`src/shared/subcode_defines.svh`:
```
// Offsets-free constant set for the channel-status and subcode decoder.
// Assumes inclusion by bare name; holds definitions only.
`ifndef SUBCODE_DEFINES_SVH
`define SUBCODE_DEFINES_SVH

// Channel-status field values
`define CAT_CD 8'h80
`define MODE_ZERO 2'h0
`define CTL_TWO_CH 2'h0
// Channel-status bit positions, numbered from 1 as received
`define CS_COPY_BIT 3
`define CS_PRE_BIT 4
`define CS_LAST_BIT 5'h10
// Subcode framing
`define ZERO_RUN_MIN 5'h10
`define SUB_BITS 3'h7
`define WORD_BITS 4'ha
`define SERIES_FIRST 2'h3
`define Q_DATA_BITS 7'h50
`define Q_TOTAL_BITS 7'h60
`define CRC_POLY 16'h1021
// Timing counts in core clocks
`define UCLK_HALF 4'h8
`define ABSENT_CLKS 6'h20
`define CDB_HOLD_CLKS 8'h20
`define CDB_TOTAL_CLKS 8'h80

`endif

```
`src/shared/subcode_pkg.sv`:
```
// Types shared by the decoder and its serial word sender.
// Assumes nothing beyond a SystemVerilog compiler.
package subcode_pkg;
   typedef logic [9:0] word_type;
   typedef enum logic [2:0] {OUT_SILENT = 3'b001, OUT_SUBCODE = 3'b010, OUT_FLAGS = 3'b100} out_mode_type;
   typedef enum logic [1:0] {SND_IDLE = 2'b01, SND_RUN = 2'b10} sender_state_type;
endpackage : subcode_pkg

```
`src/shared/word_link_if.sv`:
```
// Link between the decoder and the serial word sender.
// Assumes both ends run on core_clk.
`timescale 1ns/10ps
interface word_link_if;
   import subcode_pkg::*;
   logic start;
   word_type word;
   logic busy;
   logic sclk;
   logic sdata;
   modport source (output start, output word, input busy, input sclk, input sdata);
   modport sender (input start, input word, output busy, output sclk, output sdata);
endinterface : word_link_if

```
`src/design/channel_status_subcode_decoder.sv`:
```
// Channel-status and user-data section of a two-channel digital audio receiver.
// Assumes decoded word bits arrive on core_clk with a one-cycle word strobe;
// biphase_in is the raw line and is synchronised here.
`timescale 1ns/10ps
`include "subcode_defines.svh"
module channel_status_subcode_decoder (
   input wire logic core_clk,
   input wire logic rst_n,
   input wire logic biphase_in,
   input wire logic word_strobe,
   input wire logic word_left,
   input wire logic block_start,
   input wire logic word_v,
   input wire logic word_u,
   input wire logic word_c,
   input wire logic word_p,
   output logic user_data_out,
   output logic user_clock_out,
   output logic preemphasis_level_out,
   output logic control_bits_out
);
   import subcode_pkg::*;
   word_link_if wl ();

   serial_word_sender serial_word_sender_inst (
      .core_clk(core_clk),
      .rst_n(rst_n),
      .wl(wl)
   );

   // Line activity
   logic bi_s1, bi_s2, bi_s3;
   logic [5:0] absent_cnt, next_absent_cnt;
   logic absent, next_absent;
   // Channel status
   logic [16:1] cs, next_cs;
   logic [4:0] cs_idx, next_cs_idx;
   logic cs_copy, next_cs_copy, cs_pre, next_cs_pre, two_ch, next_two_ch;
   out_mode_type out_mode, next_out_mode;
   // Subcode assembly
   logic [4:0] zero_run, next_zero_run;
   logic synced, next_synced, collecting, next_collecting;
   logic [2:0] bit_cnt, next_bit_cnt;
   logic [6:0] qw, next_qw, byte_hold, next_byte_hold;
   logic first_byte, next_first_byte, first_hold, next_first_hold;
   logic byte_ready, next_byte_ready;
   logic [15:0] crc, next_crc, qlast, next_qlast;
   logic [6:0] q_cnt, next_q_cnt;
   logic crc_ok, next_crc_ok;
   logic [1:0] pend, next_pend;
   logic start, next_start;
   word_type word, next_word;
   // Control bits and pins
   logic [3:0] cdb_bits, next_cdb_bits;
   logic [7:0] cdb_cnt, next_cdb_cnt;
   logic cdb_run;
   logic [1:0] cdb_idx;
   logic next_udo, next_ucl, next_pre, next_cdb;

   // Line activity watchdog; bi_s1 feeds only bi_s2
   always_comb begin
      next_absent_cnt = absent_cnt;
      next_absent = absent;
      if (bi_s2 != bi_s3) begin
         next_absent_cnt = 6'h00;
         next_absent = 1'b0;
      end else if (absent_cnt == `ABSENT_CLKS - 6'h01) begin
         next_absent = 1'b1;
      end else begin
         next_absent_cnt = absent_cnt + 6'h01;
      end
   end

   always_ff @(posedge core_clk) begin
      if (!rst_n) begin
         bi_s1 <= 1'b0;
         bi_s2 <= 1'b0;
         bi_s3 <= 1'b0;
         absent_cnt <= 6'h00;
         absent <= 1'b0;
      end else begin
         bi_s1 <= biphase_in;
         bi_s2 <= bi_s1;
         bi_s3 <= bi_s2;
         absent_cnt <= next_absent_cnt;
         absent <= next_absent;
      end
   end

   // Channel-status block capture from the left words; choice held for a block
   always_comb begin
      logic [4:0] idx;
      idx = block_start ? 5'h01 : cs_idx;
      next_cs = cs;
      next_cs_idx = cs_idx;
      next_cs_copy = cs_copy;
      next_cs_pre = cs_pre;
      next_two_ch = two_ch;
      next_out_mode = out_mode;
      if (word_strobe && word_left && (idx <= `CS_LAST_BIT)) begin
         next_cs[idx] = word_c;
         next_cs_idx = idx + 5'h01;
         if (idx == `CS_LAST_BIT) begin
            next_cs_copy = cs[`CS_COPY_BIT];
            next_cs_pre = cs[`CS_PRE_BIT];
            next_two_ch = (cs[2:1] == `CTL_TWO_CH);
            if (cs[8:7] != `MODE_ZERO) begin
               next_out_mode = OUT_SILENT;
            end else if ({cs[9], cs[10], cs[11], cs[12], cs[13], cs[14], cs[15], word_c} == `CAT_CD) begin
               next_out_mode = OUT_SUBCODE;
            end else if (cs[2:1] == `CTL_TWO_CH) begin
               next_out_mode = OUT_FLAGS;
            end else begin
               next_out_mode = OUT_SILENT;
            end
         end
      end
   end

   always_ff @(posedge core_clk) begin
      if (!rst_n) begin
         cs <= 16'h0000;
         cs_idx <= 5'h11;
         cs_copy <= 1'b0;
         cs_pre <= 1'b0;
         two_ch <= 1'b0;
         out_mode <= OUT_SILENT;
      end else begin
         cs <= next_cs;
         cs_idx <= next_cs_idx;
         cs_copy <= next_cs_copy;
         cs_pre <= next_cs_pre;
         two_ch <= next_two_ch;
         out_mode <= next_out_mode;
      end
   end

   // Subcode assembly: start bit, then Q..W; the first 80 Q bits run the CRC
   always_comb begin
      next_zero_run = zero_run;
      next_synced = synced;
      next_collecting = collecting;
      next_bit_cnt = bit_cnt;
      next_qw = qw;
      next_first_byte = first_byte;
      next_byte_ready = 1'b0;
      next_byte_hold = byte_hold;
      next_first_hold = first_hold;
      next_crc = crc;
      next_qlast = qlast;
      next_q_cnt = q_cnt;
      next_crc_ok = crc_ok;
      if (word_strobe) begin
         next_zero_run = word_u ? 5'h00 : ((zero_run == `ZERO_RUN_MIN) ? zero_run : zero_run + 5'h01);
         if (collecting) begin
            next_qw = {word_u, qw[6:1]};
            next_bit_cnt = bit_cnt + 3'h1;
            if (bit_cnt == 3'h0) begin
               next_qlast = {qlast[14:0], word_u};
               if (q_cnt < `Q_DATA_BITS) begin
                  next_crc = {crc[14:0], 1'b0} ^ ((word_u ^ crc[15]) ? `CRC_POLY : 16'h0000);
               end
               if (q_cnt != `Q_TOTAL_BITS) begin
                  next_q_cnt = q_cnt + 7'h01;
               end
            end
            if (bit_cnt == `SUB_BITS - 3'h1) begin
               next_collecting = 1'b0;
               next_byte_ready = 1'b1; // Whole byte in hand
               next_byte_hold = {word_u, qw[6:1]};
               next_first_hold = first_byte;
               next_first_byte = 1'b0;
            end
         end else if (word_u && (zero_run == `ZERO_RUN_MIN)) begin
            // New subcode frame: judge the previous Q block
            next_synced = 1'b1;
            next_collecting = 1'b1;
            next_bit_cnt = 3'h0;
            next_first_byte = 1'b1;
            next_crc_ok = (q_cnt == `Q_TOTAL_BITS) && (crc == ~qlast);
            next_crc = 16'h0000;
            next_qlast = 16'h0000;
            next_q_cnt = 7'h00;
         end else if (word_u && synced) begin
            next_collecting = 1'b1;
            next_bit_cnt = 3'h0;
         end
      end
   end

   always_ff @(posedge core_clk) begin
      if (!rst_n) begin
         zero_run <= 5'h00;
         synced <= 1'b0;
         collecting <= 1'b0;
         bit_cnt <= 3'h0;
         qw <= 7'h00;
         first_byte <= 1'b0;
         byte_ready <= 1'b0;
         byte_hold <= 7'h00;
         first_hold <= 1'b0;
         crc <= 16'h0000;
         qlast <= 16'h0000;
         q_cnt <= 7'h00;
         crc_ok <= 1'b0;
      end else begin
         zero_run <= next_zero_run;
         synced <= next_synced;
         collecting <= next_collecting;
         bit_cnt <= next_bit_cnt;
         qw <= next_qw;
         first_byte <= next_first_byte;
         byte_ready <= next_byte_ready;
         byte_hold <= next_byte_hold;
         first_hold <= next_first_hold;
         crc <= next_crc;
         qlast <= next_qlast;
         q_cnt <= next_q_cnt;
         crc_ok <= next_crc_ok;
      end
   end

   // Word issue; a byte arriving mid-series replaces the rest of it
   always_comb begin
      next_pend = pend;
      next_start = 1'b0;
      next_word = word;
      if (byte_ready) begin
         next_pend = first_hold ? `SERIES_FIRST : 2'h1;
      end else if ((pend != 2'h0) && !wl.busy && !start && (out_mode == OUT_SUBCODE)) begin
         next_start = 1'b1;
         next_pend = pend - 2'h1;
         if (first_hold && (pend == 2'h3)) begin
            next_word = {2'b00, byte_hold[4], byte_hold[3], byte_hold[2], byte_hold[1], byte_hold[0], 3'b100};
         end else if (first_hold && (pend == 2'h2)) begin
            next_word = {crc_ok, 1'b0, byte_hold[5], byte_hold[4], byte_hold[3], byte_hold[2],
                         byte_hold[1], byte_hold[0], 2'b10};
         end else begin
            next_word = {2'b00, byte_hold[6], byte_hold[5], byte_hold[4], byte_hold[3], byte_hold[2],
                         byte_hold[1], byte_hold[0], 1'b1};
         end
      end
   end

   always_ff @(posedge core_clk) begin
      if (!rst_n) begin
         pend <= 2'h0;
         start <= 1'b0;
         word <= 10'h000;
      end else begin
         pend <= next_pend;
         start <= next_start;
         word <= next_word;
      end
   end

   assign wl.start = start;
   assign wl.word = word;

   // Control-bit serialiser and pin registers; every pin leaves a flop
   assign cdb_run = (cdb_cnt < `CDB_TOTAL_CLKS);
   assign cdb_idx = 2'(cdb_cnt / `CDB_HOLD_CLKS);

   always_comb begin
      next_cdb_bits = cdb_bits;
      next_cdb_cnt = cdb_cnt;
      if (word_strobe) begin
         next_cdb_bits = {word_p, word_c, word_u, word_v}; // V leaves first
         next_cdb_cnt = 8'h00;
      end else if (cdb_run) begin
         next_cdb_cnt = cdb_cnt + 8'h01;
      end
      next_udo = 1'b0;
      next_ucl = 1'b0;
      next_pre = two_ch & cs_pre;
      next_cdb = cdb_run & cdb_bits[cdb_idx];
      case (out_mode)
         OUT_SUBCODE: begin
            next_udo = wl.sdata;
            next_ucl = wl.sclk;
         end
         OUT_FLAGS: begin
            next_udo = cs_pre;
            next_ucl = cs_copy;
         end
         default: begin
            next_udo = 1'b0;
            next_ucl = 1'b0;
         end
      endcase
      if (absent) begin
         next_udo = 1'b0;
         next_ucl = 1'b1;
         next_pre = 1'b0;
         next_cdb = 1'b0;
      end
   end

   // Rising-edge only pin updates
   always_ff @(posedge core_clk) begin
      if (!rst_n) begin
         cdb_bits <= 4'h0;
         cdb_cnt <= `CDB_TOTAL_CLKS;
         user_data_out <= 1'b0;
         user_clock_out <= 1'b0;
         preemphasis_level_out <= 1'b0;
         control_bits_out <= 1'b0;
      end else begin
         cdb_bits <= next_cdb_bits;
         cdb_cnt <= next_cdb_cnt;
         user_data_out <= next_udo;
         user_clock_out <= next_ucl;
         preemphasis_level_out <= next_pre;
         control_bits_out <= next_cdb;
      end
   end
endmodule : channel_status_subcode_decoder

```
`src/design/serial_word_sender.sv`:
```
// Ten-bit serial word sender with its own burst clock.
// Assumes start is a one-cycle pulse given only while busy is low.
`timescale 1ns/10ps
`include "subcode_defines.svh"
module serial_word_sender (
   input wire logic core_clk,
   input wire logic rst_n,
   word_link_if.sender wl
);
   import subcode_pkg::*;
   sender_state_type state, next_state;
   logic [9:0] shreg, next_shreg;
   logic [3:0] half_cnt, next_half_cnt;
   logic [3:0] bits_left, next_bits_left;
   logic sclk, next_sclk;
   logic sdata, next_sdata;
   logic [3:0] pulses;

   // Burst sequencer: after the first bit, data moves only when the clock falls
   always_comb begin
      next_state = state;
      next_shreg = shreg;
      next_half_cnt = half_cnt;
      next_bits_left = bits_left;
      next_sclk = sclk;
      next_sdata = sdata;
      case (state)
         SND_IDLE: begin
            if (wl.start) begin
               next_state = SND_RUN;
               next_shreg = wl.word;
               next_sdata = wl.word[9]; // First bit set up while clock is low
               next_sclk = 1'b0;
               next_half_cnt = 4'h0;
               next_bits_left = `WORD_BITS;
            end
         end
         SND_RUN: begin
            next_half_cnt = half_cnt + 4'h1;
            if (half_cnt == `UCLK_HALF - 4'h1) begin
               next_half_cnt = 4'h0;
               if (!sclk) begin
                  next_sclk = 1'b1;
               end else begin
                  next_sclk = 1'b0;
                  next_bits_left = bits_left - 4'h1; // Ten pulses per word
                  if (bits_left == 4'h1) begin
                     next_state = SND_IDLE;
                  end else begin
                     next_sdata = shreg[8]; // Change on falling edge
                     next_shreg = {shreg[8:0], 1'b0};
                  end
               end
            end
         end
         default: begin
            next_state = SND_IDLE;
         end
      endcase
   end

   // State registers
   always_ff @(posedge core_clk) begin
      if (!rst_n) begin
         state <= SND_IDLE;
         shreg <= 10'h000;
         half_cnt <= 4'h0;
         bits_left <= 4'h0;
         sclk <= 1'b0;
         sdata <= 1'b0;
      end else begin
         state <= next_state;
         shreg <= next_shreg;
         half_cnt <= next_half_cnt;
         bits_left <= next_bits_left;
         sclk <= next_sclk;
         sdata <= next_sdata;
      end
   end

   assign wl.busy = (state != SND_IDLE);
   assign wl.sclk = sclk;
   assign wl.sdata = sdata;

   // Helper: rising clock edges seen in the current burst
   always_ff @(posedge core_clk) begin
      if (!rst_n) begin
         pulses <= 4'h0;
      end else if (wl.start) begin
         pulses <= 4'h0;
      end else if (next_sclk && !sclk) begin
         pulses <= pulses + 4'h1;
      end
   end
endmodule : serial_word_sender

```
`config.mk`:
```
export PLATFORM = sky130hd
export DESIGN_NAME = channel_status_subcode_decoder
export DESIGN_NICKNAME = d
export VERILOG_FILES = /design/src/shared/subcode_pkg.sv /design/src/shared/word_link_if.sv /design/src/design/channel_status_subcode_decoder.sv /design/src/design/serial_word_sender.sv
export VERILOG_INCLUDE_DIRS = /design/src /design/src/shared
export SDC_FILE = /design/constraint.sdc
export NUM_CORES = 1
export LEC_CHECK = 0
export ABC_AREA = 1
export CAP_MARGIN = 0
export CORE_ASPECT_RATIO = 1.2
export CORE_MARGIN = 10
export CORE_UTILIZATION = 57
export DETAILED_ROUTE_END_ITERATION = 8
export DONT_BUFFER_PORTS = 1
export PLACE_DENSITY = 0.85
export SLEW_MARGIN = 10
export SYNTH_ARGS = -nofsm -noshare
export SYNTH_HDL_FRONTEND = slang
export SYNTH_HIERARCHICAL = 1
export SYNTH_SLANG_ARGS = --single-unit
```
`constraint.sdc`:
```
create_clock -name core_clk -period 1.68 [get_ports core_clk]
set_clock_uncertainty 0.1 [all_clocks]
set_input_delay 0.336 -clock core_clk [delete_from_list [all_inputs] [get_ports core_clk]]
set_output_delay 0.336 -clock core_clk [all_outputs]
set_load 0.02 [all_outputs]
```
[Yosys cells after proc, flatten, opt, wreduce, memory -nomap -nowiden]
Cells that the tools add are included.
Operators by class
  $add $sub $neg: 9
  $lt $le $gt $ge: 6
  equal/unequal tests: 28
  multiplexer cells: 70
  bitwise gates (word level): 8
  reductions and logical operators: 43
Operators with widths (number)
  $mux 16: 6
  $mux 9: 4
  $mux 7: 4
  $mux 10: 2
  $mux 4: 5
  $mux 1: 19
  $mux 3: 6
  $pmux 9 s2: 1
  $reduce_and 3->1: 6
  $bwmux 16: 1
  $eq 16x16->1: 1
  $mux 8: 2
  $ne 2x1->1 const B: 8
  $not 16->16: 1
  $pmux 4 s2: 2
  $reduce_and 4->1: 4
  $xor 16x13->16: 1
  $mux 5: 3
  $mux 2: 7
  $mux 13: 1
  $reduce_and 2->1: 6
  $reduce_bool 2->1: 6
  $logic_and 1x1->1: 11
  $add 5x1->5 const B: 2
  other kinds (39): 55
Storage, ports and cells
  register bits after elaboration: 154
  bits of input ports: 10
  output and inout port bits: 4
  word-level logic and storage cells: 204

[Longest topological paths before layout]
  depth after elaboration: 7
  gate-level depth with buffers: 12
  depth with buffers taken out: 11

[Cells and area by module]
The synthesis kept the hierarchy.
By module, submodules not included
  channel_status_subcode_decoder: times used 1, cells an instance 852, area each 5911.9 um2, seq. area each 2562.5 um2
  serial_word_sender: times used 1, cells an instance 183, area each 1161.1 um2, seq. area each 420.4 um2

[Least setup slack after synthesis]
OpenSTA, ideal clock, no wires.
  path type: input to register
  from: input port block_start
  to: register cs[12] (netlist name)
  library setup time: 115 ps
  data arrival time: 1452 ps
  required time: 1465 ps
  path slack: 13 ps
  cell stages on the path: 10
  path buffers: 1
  cells stage by stage: nor2_1 inv_1 ha_1 nand3_1 nand2_1 nand2_2 buf_2 nor2_1 a21oi_1 nor2_1
Between the ends
  longest elaborated chain between the ends: 6
  elaborated cells between the ends (all ways): 9
  those cells by class: order compare: 3; mux: 4; reduce/logical: 2
RTL lines
  start, declared: line channel_status_subcode_decoder.sv:12  | input wire logic block_start,
  $mux 5 *: line channel_status_subcode_decoder.sv:93  | idx = block_start ? 5'h01 : cs_idx;
  $lt 5x6->1 (not written as such) or $ge 5x1->1 (tied branches): line channel_status_subcode_decoder.sv:101  | next_cs[idx] = word_c;
  $logic_and 1x1->1 (not written as such): line channel_status_subcode_decoder.sv:101
  $mux 1 (not written as such): line channel_status_subcode_decoder.sv:101
  $demux 1 s5: line channel_status_subcode_decoder.sv:101
  $bwmux 16: line channel_status_subcode_decoder.sv:101
  end signal, assigned: line channel_status_subcode_decoder.sv:129  | cs <= next_cs;
  end, declared: line channel_status_subcode_decoder.sv:36  | logic [16:1] cs, next_cs;
Every way passes the cells marked *; elsewhere a longest branch is shown, timed or not.
A chain may end at the register's enable or synchronous reset.

[Worst setup path after layout]
  from: register collecting
  to: register qw[3]
Between the ends
  longest elaborated chain between the ends: 1
RTL lines
  start, declared: line channel_status_subcode_decoder.sv:42  | logic synced, next_synced, collecting, next_collecting;
  start signal, assigned: line channel_status_subcode_decoder.sv:209  | collecting <= next_collecting;
  $reduce_and 2->1 (no line)
  end signal, assigned: line channel_status_subcode_decoder.sv:211  | qw <= next_qw;
  end, declared: line channel_status_subcode_decoder.sv:44  | logic [6:0] qw, next_qw, byte_hold, next_byte_hold;
No other way between the ends.

==> impl_metrics.py <==
metrics = {
    "setup_path": {
        "cp_slowest_stage_delay_ns": 0.58,
        "required_ns": 1.90,
        "crit_arrival_ns": 1.85,
        "worstSetupStartpointType": "flop",
        "crit_type": "flop to flop",
        "end_kind": "flop",
        "cp_slowest_cell": "dlygate4sd3_1",
        "path_cells": "nand2_2 > o21ai_0 > dlygate4sd3_1 > nor2_1",
        "worstPathMaxFanout": 9,
    },
    "logic_synthesis": {
        "synth_top_flop_cell": "dfxtp_1",
        "synth_top_family_by_area": "simple AND/OR/NAND/NOR gates",
        "synth_adder_area_share_pct": 3.361,
        "synth-compound-area-share_pct": 13.34,
        "ys_seq_area_share_pct": 42.17,
        "syn_nets": 1064,
        "syn_area_um2": 7073,
        "synth_seq_cells": 149,
        "muxShareOfSynthArea_pct": 0,
        "synth_enable_flop_cells": 0,
        "synth_xor_xnor_area_share_pct": 0.9906,
        "synth-simple-area-share_pct": 31.42,
        "synthCells": 1035,
        "avgSynthCellArea_um2": 6.834,
        "ys_types": 42,
        "async_flop_share_pct": 0,
        "ys_warn_count": 6,
    },
    "floorplan": {
        "start_util_pct": 58.40,
        "die_h_um": 142.0,
        "core_um2": 12110,
        "die_w_um": 121.7,
        "pin_count": 14,
        "dieArea_um2": 17280,
        "placementRows": 44,
    },
    "finish": {
        "fin_util_pct": 68.03,
        "drive_gt1_share_pct": 10.79,
        "antennaDiodeCount": 0,
        "area_growth_syn_to_layout_pct": 16.49,
        "layout.nets": 1100,
        "finalInstanceArea_um2": 8239,
    },
    "detailed_routing": {
        "ant_nets": 0,
        "viasPerCell": 5.277,
        "routed_wl_um": 15830,
        "dr.pass1.iters": 5,
        "wl_per_cell_um": 12.71,
        "num_vias": 6570,
        "route.detailed.drc": 0,
        "drtIter0Drc": 540,
    },
    "flow_run": {
        "maxCapViolCount": 0,
    },
    "place": {
        "dp_hpwl_um": 9905,
        "place_congestion": 0.8844,
        "port_buffers": 0,
        "pre_cts_ws_ns": -0.06238,
        "dpl-instance-area_um2": 7331,
    },
    "power_and_ir_drop": {
        "p_leak_nw": 3.250,
        "ir_drop_mv": 0.6700,
        "power_density_nw_per_um2": 937.5,
        "total_power_mw": 7.724,
    },
    "sta": {
        "setup_ws_ns": 0.05088,
        "final_hold_viol_count": 60,
        "hold_slack_ns": -0.07472,
        "setup_viol": 0,
        "period_needed_ns": 1.629,
        "rsz0062_at_grt": "yes",
        "max_freq_ghz": 0.6138,
        "max_slew.worst_pin.slew_ns": 0.5798,
        "period_share_pct": 96.97,
        "slew_headroom_pct": 61.21,
        "drv_slew": 0,
    },
    "clocking": {
        "cts_tree": "built",
        "cts.sinks": 149,
        "cts_made_buffers": 17,
        "cts.reportedPaths.clkPinSlew_ns": 0.06,
        "clock_path_buffers": 2,
        "h-tree-depth": 4,
        "clk_latency_ns": 0.43,
        "root_buffer": "clkbuf_16",
    },
    "global_route": {
        "gr-total-overflow": 0,
        "antenna_found_initial": 0,
        "grt_usage_pct": 18.26,
        "grt_pass1_wl_um": 26480,
        "grt_pass1_vias": 5946,
        "grt_max_degree": 85,
    },
    "run_status": {
        "status": "complete, but fails checks",
        "violations": "hold timing",
    },
    "worst_hold_path": {
        "holdCritPathClass": "input port to flop",
    },
}
[worst max-delay path, delay by kind of cell (launching register included)]
family	cells	cell delay [ns]
AO/OA/AOI/OAI	1	0.20
flip-flops	1	0.41
buffers and inverters	1	0.58
AND/OR/NAND/NOR	2	0.23
[cells in the mapped netlist, types with 2 or more instances]
| library cell | n | area, µm² |
|---|---|---|
| nor2_2 | 3 | 18.77 |
| nand3_1 | 76 | 380.4 |
| o21ai_1 | 21 | 105.1 |
| nand3b_1 | 2 | 15.01 |
| a21oi_1 | 82 | 410.4 |
| nand2_4 | 2 | 22.52 |
| clkbuf_1 | 17 | 63.81 |
| a211oi_1 | 2 | 15.01 |
| nor2_1 | 163 | 611.8 |
| buf_6 | 2 | 22.52 |
| nor3b_1 | 2 | 15.01 |
| ha_1 | 19 | 237.7 |
| nor3_1 | 9 | 45.04 |
| o211ai_1 | 6 | 45.04 |
| xnor2_1 | 3 | 26.28 |
| buf_1 | 2 | 7.510 |
| dfxtp_1 | 149 | 2983 |
| nand4_1 | 5 | 31.28 |
| inv_1 | 110 | 412.9 |
| nor2_4 | 4 | 45.04 |
| a22o_1 | 2 | 17.52 |
| inv_2 | 9 | 33.78 |
| a21oi_4 | 2 | 32.53 |
| nand2_1 | 253 | 949.7 |
| a31oi_1 | 3 | 18.77 |
| nand2_2 | 6 | 37.54 |
| buf_2 | 5 | 25.02 |
| clkinv_1 | 3 | 11.26 |
| buf_4 | 4 | 30.03 |
| o21ai_0 | 53 | 265.3 |
| xor2_1 | 5 | 43.79 |
[layout make-up]
| class | count | area [µm²] |
|---|---|---|
| flip-flops and latches | 149 | 2989 |
| repair inverters | 1 | 5.005 |
| inverters | 123 | 479.2 |
| clock inverters | 11 | 130.1 |
| repair buffers | 44 | 394.1 |
| clock buffers | 21 | 470.5 |
| well taps | 161 | 201.4 |
| multi-input cells | 735 | 3570 |
| fillers | 979 | 3872 |
[timing repair]
item / 4_1_cts / 5_1_grt
endpoints found under the setup margin: 18 / 81
gates cloned: 0 / 4
endpoints found under the hold margin: 90 / 64
hold buffers: 14 / 1
resized for setup: 3 / 35
pin swaps: 0 / 9
buffers inserted: 0 / 4
[cell usage in the layout, fill, tap and decap left out, drive strengths merged]
cell type,n
a21oi,84
clkinvlp,3
nor2,171
xor2,5
o31ai,1
nand3,77
nand4,6
nor3b,2
o211ai,6
nor3,9
a22o,2
clkinv,10
conb,1
clkbuf,21
o21ai,75
nand2,262
o32ai,1
dfxtp,149
and3,1
a31o,1
ha,19
nand3b,2
a31oi,3
or2,1
dlygate4sd3,15
xnor2,3
buf,29
inv,119
nor4,1
a211oi,2
bufinv,3
[path summary, 6_finish.rpt]
check	slack (ns)	depth (start not counted)	endpoint	startpoint
hold reg to reg	0.34	1	absent_cnt[4]$_SDFFE_PP0P_	absent_cnt[5]$_SDFFE_PP0P_
setup reg to reg	0.05	4	qw[3]$_SDFFE_PN0P_	collecting$_SDFFE_PN0P_
setup / recovery	0.05	4	qw[3]$_SDFFE_PN0P_	collecting$_SDFFE_PN0P_
hold / removal	-0.07	1	cs_idx[4]$_SDFFE_PN1P_	rst_n
[registers in the layout, indices dropped and copies added, names as in the netlist, 6 cells and up]
name,cells
qlast,16
wl.word,9
cdb_cnt,8
q_cnt,7
qw,6
absent_cnt,6
serial_word_sender_inst/shreg,9
crc,16
byte_hold,7
cs,13
[cells by family after synthesis]
family,count (synthesis)
AND/OR/NAND/NOR,530
AO/OA/AOI/OAI,175
buffers and inverters,153
flip-flops,149
adder cells (fa/ha/maj),19
XOR/XNOR,8
other,1
[per-stage QoR]
stage	std cells	hold WS [ns]	setup TNS, ns
after floorplan	1035	0.2905	0
after global routing	1245	-0.07617	-0.2841
after global placement	1190	0.3267	0
after CTS	1236	-0.09649	-0.02980
final	1245	-0.07472	0
after detailed placement	1190	0.3373	-0.2689
[where the power goes]
| group | switching [mW] | leakage, nW | internal, mW |
|---|---|---|---|
| Sequential | 0.0251 | 1.21 | 3.57 |
| Combinational | 0.165 | 1.74 | 0.102 |
| Clock | 1.43 | 0.306 | 2.43 |
| Total | 1.62 | 3.25 | 6.10 |
[layer usage]
metal  track usage (%)  share of wire [%]
met5                 0                  0
met4             7.920                2.1
met3             4.367                4.5
met2             31.10                 50
met1             21.26                 44
Power figures use the tool's default switching activity.
